### src/cmp_pkg.sv
// package: register map, field positions and carrier types for the comparator block
package cmp_pkg;
    localparam int          ADDR_W          = 4;
    localparam logic [3:0]  OFF_CTRL0       = 4'h0;
    localparam logic [3:0]  OFF_CTRL1       = 4'h4;
    localparam logic [3:0]  OFF_STATE       = 4'h8;
    localparam logic [3:0]  OFF_POSITIVE_PIN_CHOICE      = 4'hC;
    localparam logic [3:0]  OFF_IRQ_MASK    = 4'h0;
    localparam int          BIT_ON          = 0;
    localparam int          BIT_IE          = 1;
    localparam int          BIT_NEG         = 4;
    localparam int          FLAG_LSB        = 0;
    localparam int          OUT_LSB         = 2;
    localparam int          POSITIVE_PIN_CHOICE_W        = 3;
    localparam int          NUM_CMP         = 2;
    localparam logic [31:0] CTRL_RESET      = 32'h0000_0000;
    localparam logic [31:0] UNMAPPED_DATA   = 32'h0000_0000;

    typedef struct packed {
        logic       negative_input_choice;
        logic       change_irq_enable;
        logic       comparator_on;
    } per_comparator_control_s;

    typedef struct packed {
        logic [POSITIVE_PIN_CHOICE_W-1:0]     positive_pin_choice;
        per_comparator_control_s ctl1;
        per_comparator_control_s ctl0;
    } analog_cfg_s;
endpackage

### src/cmp_edge.sv
// change detector: compares sync value with its value one clock earlier
`timescale 1ns/10ps
`default_nettype none
module cmp_edge
(
    input  wire logic clk_i,
    input  wire logic rst_i,
    input  wire logic level_i,
    output logic      change_o
);
    logic prev;

    always_ff @(posedge clk_i)
    begin
        if (rst_i)
            prev <= 1'b0;
        else
            prev <= level_i;
    end

    assign change_o = level_i ^ prev;
endmodule // cmp_edge
`default_nettype wire

### src/cmp_sync.sv
// two-flop synchroniser for one comparator output, with enable gating
`timescale 1ns/10ps
`default_nettype none
module cmp_sync
(
    input  wire logic clk_i,
    input  wire logic rst_i,
    input  wire logic async_i,
    input  wire logic enable_i,
    output logic      sync_o
);
    logic stage1;
    logic stage2;
    logic en1;
    logic en2;

    always_ff @(posedge clk_i)
    begin
        if (rst_i)
        begin
            stage1 <= 1'b0;
            stage2 <= 1'b0;
        end
        else
        begin
            stage1 <= async_i;
            stage2 <= stage1;
        end
    end

    // enable travels beside the data so a config change makes one edge
    always_ff @(posedge clk_i)
    begin
        if (rst_i)
        begin
            en1 <= 1'b0;
            en2 <= 1'b0;
        end
        else
        begin
            en1 <= enable_i;
            en2 <= en1;
        end
    end

    // a disabled comparator reads as zero
    always_ff @(posedge clk_i)
    begin
        if (rst_i)
            sync_o <= 1'b0;
        else
            sync_o <= stage2 & en2;
    end
endmodule // cmp_sync
`default_nettype wire

### src/dual_comparator_control.sv
// dual analog comparator control, status and interrupt over Avalon-MM
// How it works
// comparator high when positive input exceeds negative
// two comparators, each with own change interrupt
// one shared interrupt request output
// three-bit field picks comparator 0 positive pin
// comparator 0 bit 4: bandgap or mid-rail
// comparator 1 bit 4: port pin or bandgap
// control bit 1 enables comparator interrupt
// control bit 0 enables the comparator
// output change sets flag and requests interrupt (the flag is only set while the comparator interrupt is enabled)
// writing one clears flag, zero leaves it
// status shows each comparator current output
// outputs synchronised, forced zero while disabled
// registers at 0x00, 0x04, 0x08, 0x0C
// software setup order before enabling
// software configures analog pins first
// change by compare to previous, OR gated flags
// flag set beats same-cycle write-one clear
//
// The Avalon-MM interface to the registers was decided locally.
`timescale 1ns/10ps
`default_nettype none
module dual_comparator_control
(
    input  wire logic                          clk_i,
    input  wire logic                          rst_i,
    input  wire logic [cmp_pkg::ADDR_W-1:0]    address,
    input  wire logic                          read,
    input  wire logic                          write,
    input  wire logic [31:0]                   writedata,
    input  wire logic [3:0]                    byteenable,
    output logic      [31:0]                   readdata,
    output logic                               waitrequest,
    input  wire logic [cmp_pkg::NUM_CMP-1:0]   cmp_result_i,
    output var cmp_pkg::analog_cfg_s           analog_cfg_o,
    output logic                               irq_o
);
    logic [cmp_pkg::NUM_CMP-1:0] cmp_sync;
    logic [cmp_pkg::NUM_CMP-1:0] cmp_change;
    logic [cmp_pkg::NUM_CMP-1:0] change_flag;
    logic [cmp_pkg::NUM_CMP-1:0] irq_en;
    logic [cmp_pkg::NUM_CMP-1:0] cmp_on;
    logic [cmp_pkg::NUM_CMP-1:0] on_seen;
    logic                        served;
    logic                        wr_go;
    logic                        rd_go;
    cmp_pkg::analog_cfg_s        cfg;

    // one wait state per access: answer on the second edge
    always_ff @(posedge clk_i)
    begin
        if (rst_i)
            waitrequest <= 1'b1;
        else
            waitrequest <= ~((read | write) & waitrequest);
    end

    assign served      = ~waitrequest;
    assign wr_go       = write & served & byteenable[0];
    assign rd_go       = read & served;

    function automatic logic hit(input logic [3:0] a, input logic [3:0] o);
        hit = (a == o);
    endfunction

    // control and select registers, byte lane 0 only holds bits
    always_ff @(posedge clk_i)
    begin
        if (rst_i)
            cfg <= '0;
        else if (wr_go)
        begin
            if (hit(address, cmp_pkg::OFF_CTRL0))
            begin
                cfg.ctl0.comparator_on <=
                    writedata[cmp_pkg::BIT_ON];
                cfg.ctl0.change_irq_enable <=
                    writedata[cmp_pkg::BIT_IE];
                cfg.ctl0.negative_input_choice <=
                    writedata[cmp_pkg::BIT_NEG];
            end
            if (hit(address, cmp_pkg::OFF_CTRL1))
            begin
                cfg.ctl1.comparator_on <= writedata[cmp_pkg::BIT_ON];
                cfg.ctl1.change_irq_enable <= writedata[cmp_pkg::BIT_IE];
                cfg.ctl1.negative_input_choice <=
                    writedata[cmp_pkg::BIT_NEG];
            end
            if (hit(address, cmp_pkg::OFF_POSITIVE_PIN_CHOICE))
                cfg.positive_pin_choice <=
                    writedata[cmp_pkg::POSITIVE_PIN_CHOICE_W-1:0];
        end
    end

    always_ff @(posedge clk_i)
    begin
        if (rst_i)
            analog_cfg_o <= '0;
        else
            analog_cfg_o <= cfg;
    end

    assign cmp_on = {cfg.ctl1.comparator_on, cfg.ctl0.comparator_on};
    assign irq_en = {cfg.ctl1.change_irq_enable,
                     cfg.ctl0.change_irq_enable};
    // enable as the analog cores see it, aligned with their result
    assign on_seen = {analog_cfg_o.ctl1.comparator_on,
                      analog_cfg_o.ctl0.comparator_on};

    // per-comparator synchroniser and change detector
    genvar g;
    generate
        for (g = 0; g < cmp_pkg::NUM_CMP; g++)
        begin : g_cmp
            cmp_sync u_sync
            (
                .clk_i    (clk_i),
                .rst_i    (rst_i),
                .async_i  (cmp_result_i[g]),
                .enable_i (on_seen[g]),
                .sync_o   (cmp_sync[g])
            );
            cmp_edge u_edge
            (
                .clk_i    (clk_i),
                .rst_i    (rst_i),
                .level_i  (cmp_sync[g]),
                .change_o (cmp_change[g])
            );

            // set has priority over a write-one clear
            always_ff @(posedge clk_i)
            begin
                if (rst_i)
                    change_flag[g] <= 1'b0;
                else if (cmp_change[g] & irq_en[g])
                    change_flag[g] <= 1'b1;
                else if (wr_go && hit(address, cmp_pkg::OFF_STATE)
                         && writedata[cmp_pkg::FLAG_LSB + g])
                    change_flag[g] <= 1'b0;
            end
        end
    endgenerate

    always_ff @(posedge clk_i)
    begin
        if (rst_i)
            irq_o <= 1'b0;
        else
            irq_o <= |(change_flag & irq_en);
    end

    always_ff @(posedge clk_i)
    begin
        if (rst_i)
            readdata <= cmp_pkg::UNMAPPED_DATA;
        else if ((read | write) & ~served)
        begin
            readdata <= cmp_pkg::UNMAPPED_DATA;
            if (read)
            begin
                unique case (address)
                    cmp_pkg::OFF_CTRL0:
                        readdata[4:0] <= {cfg.ctl0.negative_input_choice,
                            2'h0, cfg.ctl0.change_irq_enable,
                            cfg.ctl0.comparator_on};
                    cmp_pkg::OFF_CTRL1:
                        readdata[4:0] <= {cfg.ctl1.negative_input_choice,
                            2'h0, cfg.ctl1.change_irq_enable,
                            cfg.ctl1.comparator_on};
                    cmp_pkg::OFF_STATE:
                        readdata[3:0] <= {cmp_sync, change_flag};
                    cmp_pkg::OFF_POSITIVE_PIN_CHOICE:
                        readdata[2:0] <= cfg.positive_pin_choice;
                    default:
                        readdata <= cmp_pkg::UNMAPPED_DATA;
                endcase
            end
        end
    end

    logic [cmp_pkg::NUM_CMP-1:0] past_sync;
    always_ff @(posedge clk_i)
    begin
        if (rst_i)
            past_sync <= '0;
        else
            past_sync <= cmp_sync;
    end

    a_flag_on_change: assert property (@(posedge clk_i) disable iff (rst_i)
        (cmp_sync[0] != past_sync[0]) && irq_en[0] |=> change_flag[0])
        else $error("flag 0 not set on change");
    a_set_beats_clr: assert property (@(posedge clk_i) disable iff (rst_i)
        cmp_change[1] && irq_en[1] |=> change_flag[1])
        else $error("flag 1 lost to clear");
    a_clear_by_one: assert property (@(posedge clk_i) disable iff (rst_i)
        wr_go && address == cmp_pkg::OFF_STATE && writedata[0]
        && !cmp_change[0] |=> !change_flag[0])
        else $error("flag 0 not cleared");
    a_zero_keeps: assert property (@(posedge clk_i) disable iff (rst_i)
        change_flag[0] && !(wr_go && writedata[0]) |=> change_flag[0])
        else $error("flag 0 dropped");
    a_irq_follows: assert property (@(posedge clk_i) disable iff (rst_i)
        ##1 irq_o == $past(|(change_flag & irq_en)))
        else $error("irq mismatch");
    a_off_reads_zero: assert property (@(posedge clk_i) disable iff (rst_i)
        !cmp_on[1] [*5] |-> !cmp_sync[1])
        else $error("disabled output not zero");
    a_sync_delay: assert property (@(posedge clk_i) disable iff (rst_i)
        cmp_on[0] [*5] |-> cmp_sync[0] == $past(cmp_result_i[0], 3))
        else $error("sync latency wrong");
    a_enable_out: assert property (@(posedge clk_i) disable iff (rst_i)
        ##1 analog_cfg_o.ctl0.comparator_on == $past(cmp_on[0]))
        else $error("enable not driven");
    a_one_wait: assert property (@(posedge clk_i) disable iff (rst_i)
        (read | write) && waitrequest |=> !waitrequest)
        else $error("wait state wrong");
    a_select_out: assert property (@(posedge clk_i) disable iff (rst_i)
        ##1 analog_cfg_o.positive_pin_choice
        == $past(cfg.positive_pin_choice))
        else $error("positive select not driven");
    a_neg1_out: assert property (@(posedge clk_i) disable iff (rst_i)
        ##1 analog_cfg_o.ctl1.negative_input_choice
        == $past(cfg.ctl1.negative_input_choice))
        else $error("negative select not driven");
    a_status_read: assert property (@(posedge clk_i) disable iff (rst_i)
        rd_go && address == cmp_pkg::OFF_STATE
        |-> readdata[3:0] == $past({cmp_sync, change_flag}))
        else $error("status read wrong");
    c_irq_rise: cover property (@(posedge clk_i) disable iff (rst_i)
        !irq_o ##1 irq_o);
    c_clear: cover property (@(posedge clk_i) disable iff (rst_i)
        change_flag[1] ##1 !change_flag[1]);
    c_both: cover property (@(posedge clk_i) disable iff (rst_i)
        &change_flag);
endmodule // dual_comparator_control
`default_nettype wire

### config.mk
export PLATFORM = sky130hd
export DESIGN_NAME = dual_comparator_control
export DESIGN_NICKNAME = d
export VERILOG_FILES = /design/src/cmp_pkg.sv /design/src/cmp_edge.sv /design/src/cmp_sync.sv /design/src/dual_comparator_control.sv
export SDC_FILE = /design/constraint.sdc
export NUM_CORES = 1
export LEC_CHECK = 0
export BUFFER_PORTS_ARGS = -buffer_cell sky130_fd_sc_hd__buf_4
export CORE_MARGIN = 5
export CORE_UTILIZATION = 44
export CTS_CLUSTER_DIAMETER = 80
export DETAILED_ROUTE_END_ITERATION = 16
export HOLD_SLACK_MARGIN = 0.06
export PLACE_DENSITY = 0.89
export SKIP_LAST_GASP = 1
export SLEW_MARGIN = 10
export SYNTH_ARGS = -nofsm -noshare
export SYNTH_HDL_FRONTEND = slang
export SYNTH_SLANG_ARGS = --single-unit
### constraint.sdc
create_clock -name clk_i -period 2.05 [get_ports clk_i]
set_clock_uncertainty 0.2 [all_clocks]
set_input_delay 0.3075 -clock clk_i [delete_from_list [all_inputs] [get_ports clk_i]]
set_output_delay 0.3075 -clock clk_i [all_outputs]
set_load 0.005 [all_outputs]
=== After elaboration in Yosys (flattened, before gate mapping) ===
Index checks and enable logic that the tools add are counted.

* Muxes and demuxes: 8
* Eq/ne operators: 3
* Bitwise operators: 13
* Reductions and logical operators: 10

{| class="wikitable"
|+ Operators by type and width
! kind !! number
|-
| $pmux 3 s4 || 1
|-
| $eq 4x4->1 const B || 2
|-
| $and 1x1->1 || 7
|-
| $reduce_and 2->1 || 3
|-
| $mux 1 || 5
|-
| $mux 5 || 1
|-
| $eq 4x3->1 const B || 1
|-
| $logic_not 4->1 || 1
|-
| $reduce_bool 2->1 || 2
|-
| $logic_and 1x1->1 || 3
|-
| $and 2x2->2 || 1
|-
| $not 1->1 || 2
|-
| $pmux 1 s2 || 1
|-
| $reduce_or 2->1 || 1
|-
| $xor 1x1->1 || 2
|-
| $or 1x1->1 || 1
|}

* Flip-flop bits (word level): 66
* Input bits: 46

=== Depth between registers and ports, before layout ===
* Word-level depth: 7
* Depth in mapped cells: 4
* Depth with buffers taken out: 3

=== Cells and area by module ===
From an unflattened synthesis, not the netlist that was laid out.

* Cells, all modules: 152
* Area total of the unflattened synthesis: 1,596.5 sq um

{| class="wikitable"
|+ Modules (own cells, without submodules)
! module !! area an instance (sq um) !! instances !! cells an instance !! seq. area each (sq um)
|-
| dual_comparator_control || 1,236.2 || 1 || 126 || 540.5
|-
| cmp_sync || 145.1 || 2 || 10 || 100.1
|-
| cmp_edge || 35.0 || 2 || 3 || 20.0
|}

=== Least setup slack after synthesis ===
OpenSTA, ideal clock, no wires.

* Path kind: register to register
* From: register waitrequest
* To: register cfg[6] (netlist bit)
* Setup time: 0.121 ns
* Period minus slack after synthesis: 1.778 ns
* Path slack: 0.272 ns
* Data required time: 1.729 ns
* Stages on the path, launching flop included: 4
* Arrival: 1.457 ns
* Cells stage by stage: dfxtp_1 or4b_4 nor3_4 mux2_2

* Word-level cells in the longest chain between the ends: 4

{| class="wikitable"
|+ RTL lines
! item !! line !! text
|-
| start, declared || dual_comparator_control.sv:34 || <nowiki>output logic waitrequest,</nowiki>
|-
| start signal, assigned || dual_comparator_control.sv:56 || <nowiki>waitrequest <= ~((read | write) & waitrequest);</nowiki>
|-
| $not 1->1 || dual_comparator_control.sv:59 || <nowiki>assign served = ~waitrequest;</nowiki>
|-
| $and 1x1->1 (2 in series) || dual_comparator_control.sv:60 || <nowiki>assign wr_go = write & served & byteenable[0];</nowiki>
|-
| $reduce_and 2->1 (no source line) || - ||
|-
| end, declared || dual_comparator_control.sv:48 || <nowiki>cmp_pkg::analog_cfg_s cfg;</nowiki>
|}

Every way passes these cells.
A chain may end at the register's enable or synchronous reset.

=== Final worst setup path ===
* From: register waitrequest
* To: register cfg[7] (netlist bit)

Same word-level chain as after synthesis.

==> flow_summary_export.csv <==
group,metric,value,unit
run_status,status,"completed",
detailed_routing,drtIter0Drc,79,
timing,post-route-period-util,87.7,%
synth,yosysWarnings,0,
detailed_routing,drtAntennaViolNets,0,
synth,syn_inst,165,
layout,postLayoutCoreUtil,53.7,%
timing,drv_slew,0,
worst_setup_path,startpoint_type,"flip-flop",
cts,clkLatencyLatePin,0.28,ns
synth,synthDistinctLibCells,31,
cts,clock_sinks,39,
global_routing,grt_max_degree,40,
synth,yosysSeqAreaShare,47.6,%
layout,fin_area,1950,um^2
synth,synth_area,1640,um^2
timing,finalCriticalPeriod,1.80,ns
detailed_routing,drc,0,
layout,num-nets-final,243,
worst_setup_path,cp_data_required_time,2.02,ns
synth,synth_seq_cells,39,
power_and_ir_drop,leakagePower,0.000829,uW
synth,synthArstFlopShare,0,%
global_routing,grt_util_met1,14.4,%
cts,ctsRootBufferMaster,"clkbuf_8",
global_routing,busiest_layer,"met2",
timing,whs,0.0991,ns
global_routing,antenna_found_initial,0,
timing,worst_slew_margin_rel,56.3,%
global_routing,grt_pass1_vias,1048,
floorplan,rows,22,
global_routing,grt_pass1_wl,4.81,mm
detailed_routing,dr.pass1.iters,4,
power_and_ir_drop,max-vdd-ir-drop,0.405,mV
place,dp_hpwl,2.21,mm
worst_setup_path,cp_max_fo,3,
detailed_routing,via_per_inst,4.63,
floorplan,fp.dieW,71.1,um
floorplan,coreArea,3630,um^2
floorplan,start_util,45.2,%
power_and_ir_drop,p_per_area,818,nW/um^2
floorplan,pin_count,89,
timing,setup_viol_count_final,0,
synth,syn_avg_cell_area,9.95,um^2
synth,synth_area_leaders,"dfxtp_1 48%, buf_4 13%, nor2b_1 8.4%",
synth,ys_top_cells_by_count,"39 x dfxtp_1, 29 x buf_4, 22 x nor2b_1",
layout,syn2layout_area_growth,18.8,%
worst_setup_path,endpoint_kind,"flip-flop",
place,globalplace.congestion,0.830,
cts,cts_max_path_buffers,2,
detailed_routing,wl_per_cell,12.1,um
timing,worst-slew-pin-transition,0.654,ns
floorplan,die_h,71.1,um
synth,synth_top_area_share,47.6,%
cts,htreeDepth,2,
synth,synth_edf_count,0,
synth,yosysMostFrequentCell,"dfxtp_1",
detailed_routing,vias,1139,
flow_run,max_cap_violations,0,
timing,hold_viol_final,0,
floorplan,die-area,5050,um^2
worst_setup_path,critPathKind,"reg -> reg",
synth,synth_top_area_cell,"dfxtp_1",
timing,fmax,0.556,GHz
min_path,hold_class,"in -> reg",
cts,cts_tree,"yes",
synth,synth_top_flop_cell,"dfxtp_1",
layout,drive_gt1_share,26.8,%
place,io_buffers,30,
layout,diodes,0,
timing,tns,0,ns
cts,post_cts_buffers,0,
global_routing,grt-ovfl-total,0,
place,place_area,1800,um^2
global_routing,gr-usage-met2,19.9,%
worst_setup_path,cp.arrival,1.77,ns
cts,clkTransAtPathRegs,0.07,ns
timing,rsz0062_at_grt,"no",
detailed_routing,routed_wl,2.98,mm
global_routing,grt.met3_usage,4.97,%
cts,numCtsBuffers,5,
global_routing,grt_use_total,12.1,%
-- cell usage in the layout (no fill, tap or decap), drive strengths merged, types with 2 or more instances in the layout --
cell	Yosys	final
nand2	7	7
nand3b	2	2
buf	31	32
nor2b	22	22
inv	2	2
nor2	7	7
nand3	6	6
o21ai	7	7
dlygate4sd3	0	2
conb	1	27
mux2	5	5
xor2	2	2
o31ai	2	2
mux4	2	2
bufinv	0	2
a21oi	10	10
dfxtp	39	39
a22oi	3	3
and4bb	2	2
or4b	2	2
clkbuf	4	6
-- state kept, by name, indices dropped and copies added, names as in the netlist --
signal and flops:
cfg 9, readdata 5, g_cmp.u_sync.en2 2, g_cmp.u_edge.prev 2
irq_o 1, g_cmp.u_sync.stage1 2, change_flag 2, g_cmp.u_sync.sync_o 2
g_cmp.u_sync.stage2 2, g_cmp.u_sync.en1 2, waitrequest 1, analog_cfg_o 9
-- critical path: stages, from the launching register on --
cell     delay, ns
dfxtp_1       0.31
or4b_4        0.56
nor3_4        0.25
mux2_2        0.36
-- metrics by stage --
step | cells | total power, uW | setup WS (ns)
finish | 246 | 1590 | 0.251
global route | 246 | 1650 | 0.206
CTS | 246 | 1610 | 0.244
detailed placement | 236 | 876 | 0.129
global placement | 236 | 874 | 0.143
floorplan | 191 | 871 | 0.272
-- layout make-up --
class                      instances  area (um^2)
timing repair buffer              34          260
clock buffer                       6         72.6
clock inverter                     2         60.1
sequential                        39          781
multi-input combinational        115          709
tap                               48         60.1
inverter                           2         7.51
fill                             329         1680
-- metal layers --
| metal | up-vias | share of wire [%] |
|---|---|---|
| met1 | 535 | 40 |
| met2 | 35 | 51 |
| met5 | - | 0 |
| li1 | 564 | - |
| met4 | 0 | 1.4 |
| met3 | 5 | 7.5 |
-- power breakdown --
| part | internal, uW | switching (uW) |
|---|---|---|
| combinational | 41.4 | 56.6 |
| clock | 486 | 246 |
| sequential | 763 | 1.88 |
| total | 1290 | 304 |
-- repair_timing --
item | CTS | global route
gates resized for setup | 0 | 0
hold buffers | 2 | 0
endpoints found under the setup margin | 0 | 0
endpoints found under the hold margin | 2 | 0
-- worst paths after layout --
path / end / slack, ns / cells past startpoint / startpoint
setup / recovery: cfg[7] / 0.25 / 3 / waitrequest
setup reg to reg: cfg[7] / 0.25 / 3 / waitrequest
hold / removal: cfg[5] / 0.1 / 3 / writedata[4]
hold reg to reg: g_cmp[0].u_sync.sync_o / 0.21 / 2 / g_cmp[0].u_sync.en2
-- kinds of logic after synthesis --
family                 share of synthesized area, %
other                                         0.228
flip-flops                                     47.6
buffers and inverters                          15.2
multiplexers                                   6.17
AND/OR/NAND/NOR                                21.8
AO/OA/AOI/OAI                                  8.00
XOR/XNOR                                       1.07
No activity file was read; power rests on OpenSTA's default activity.
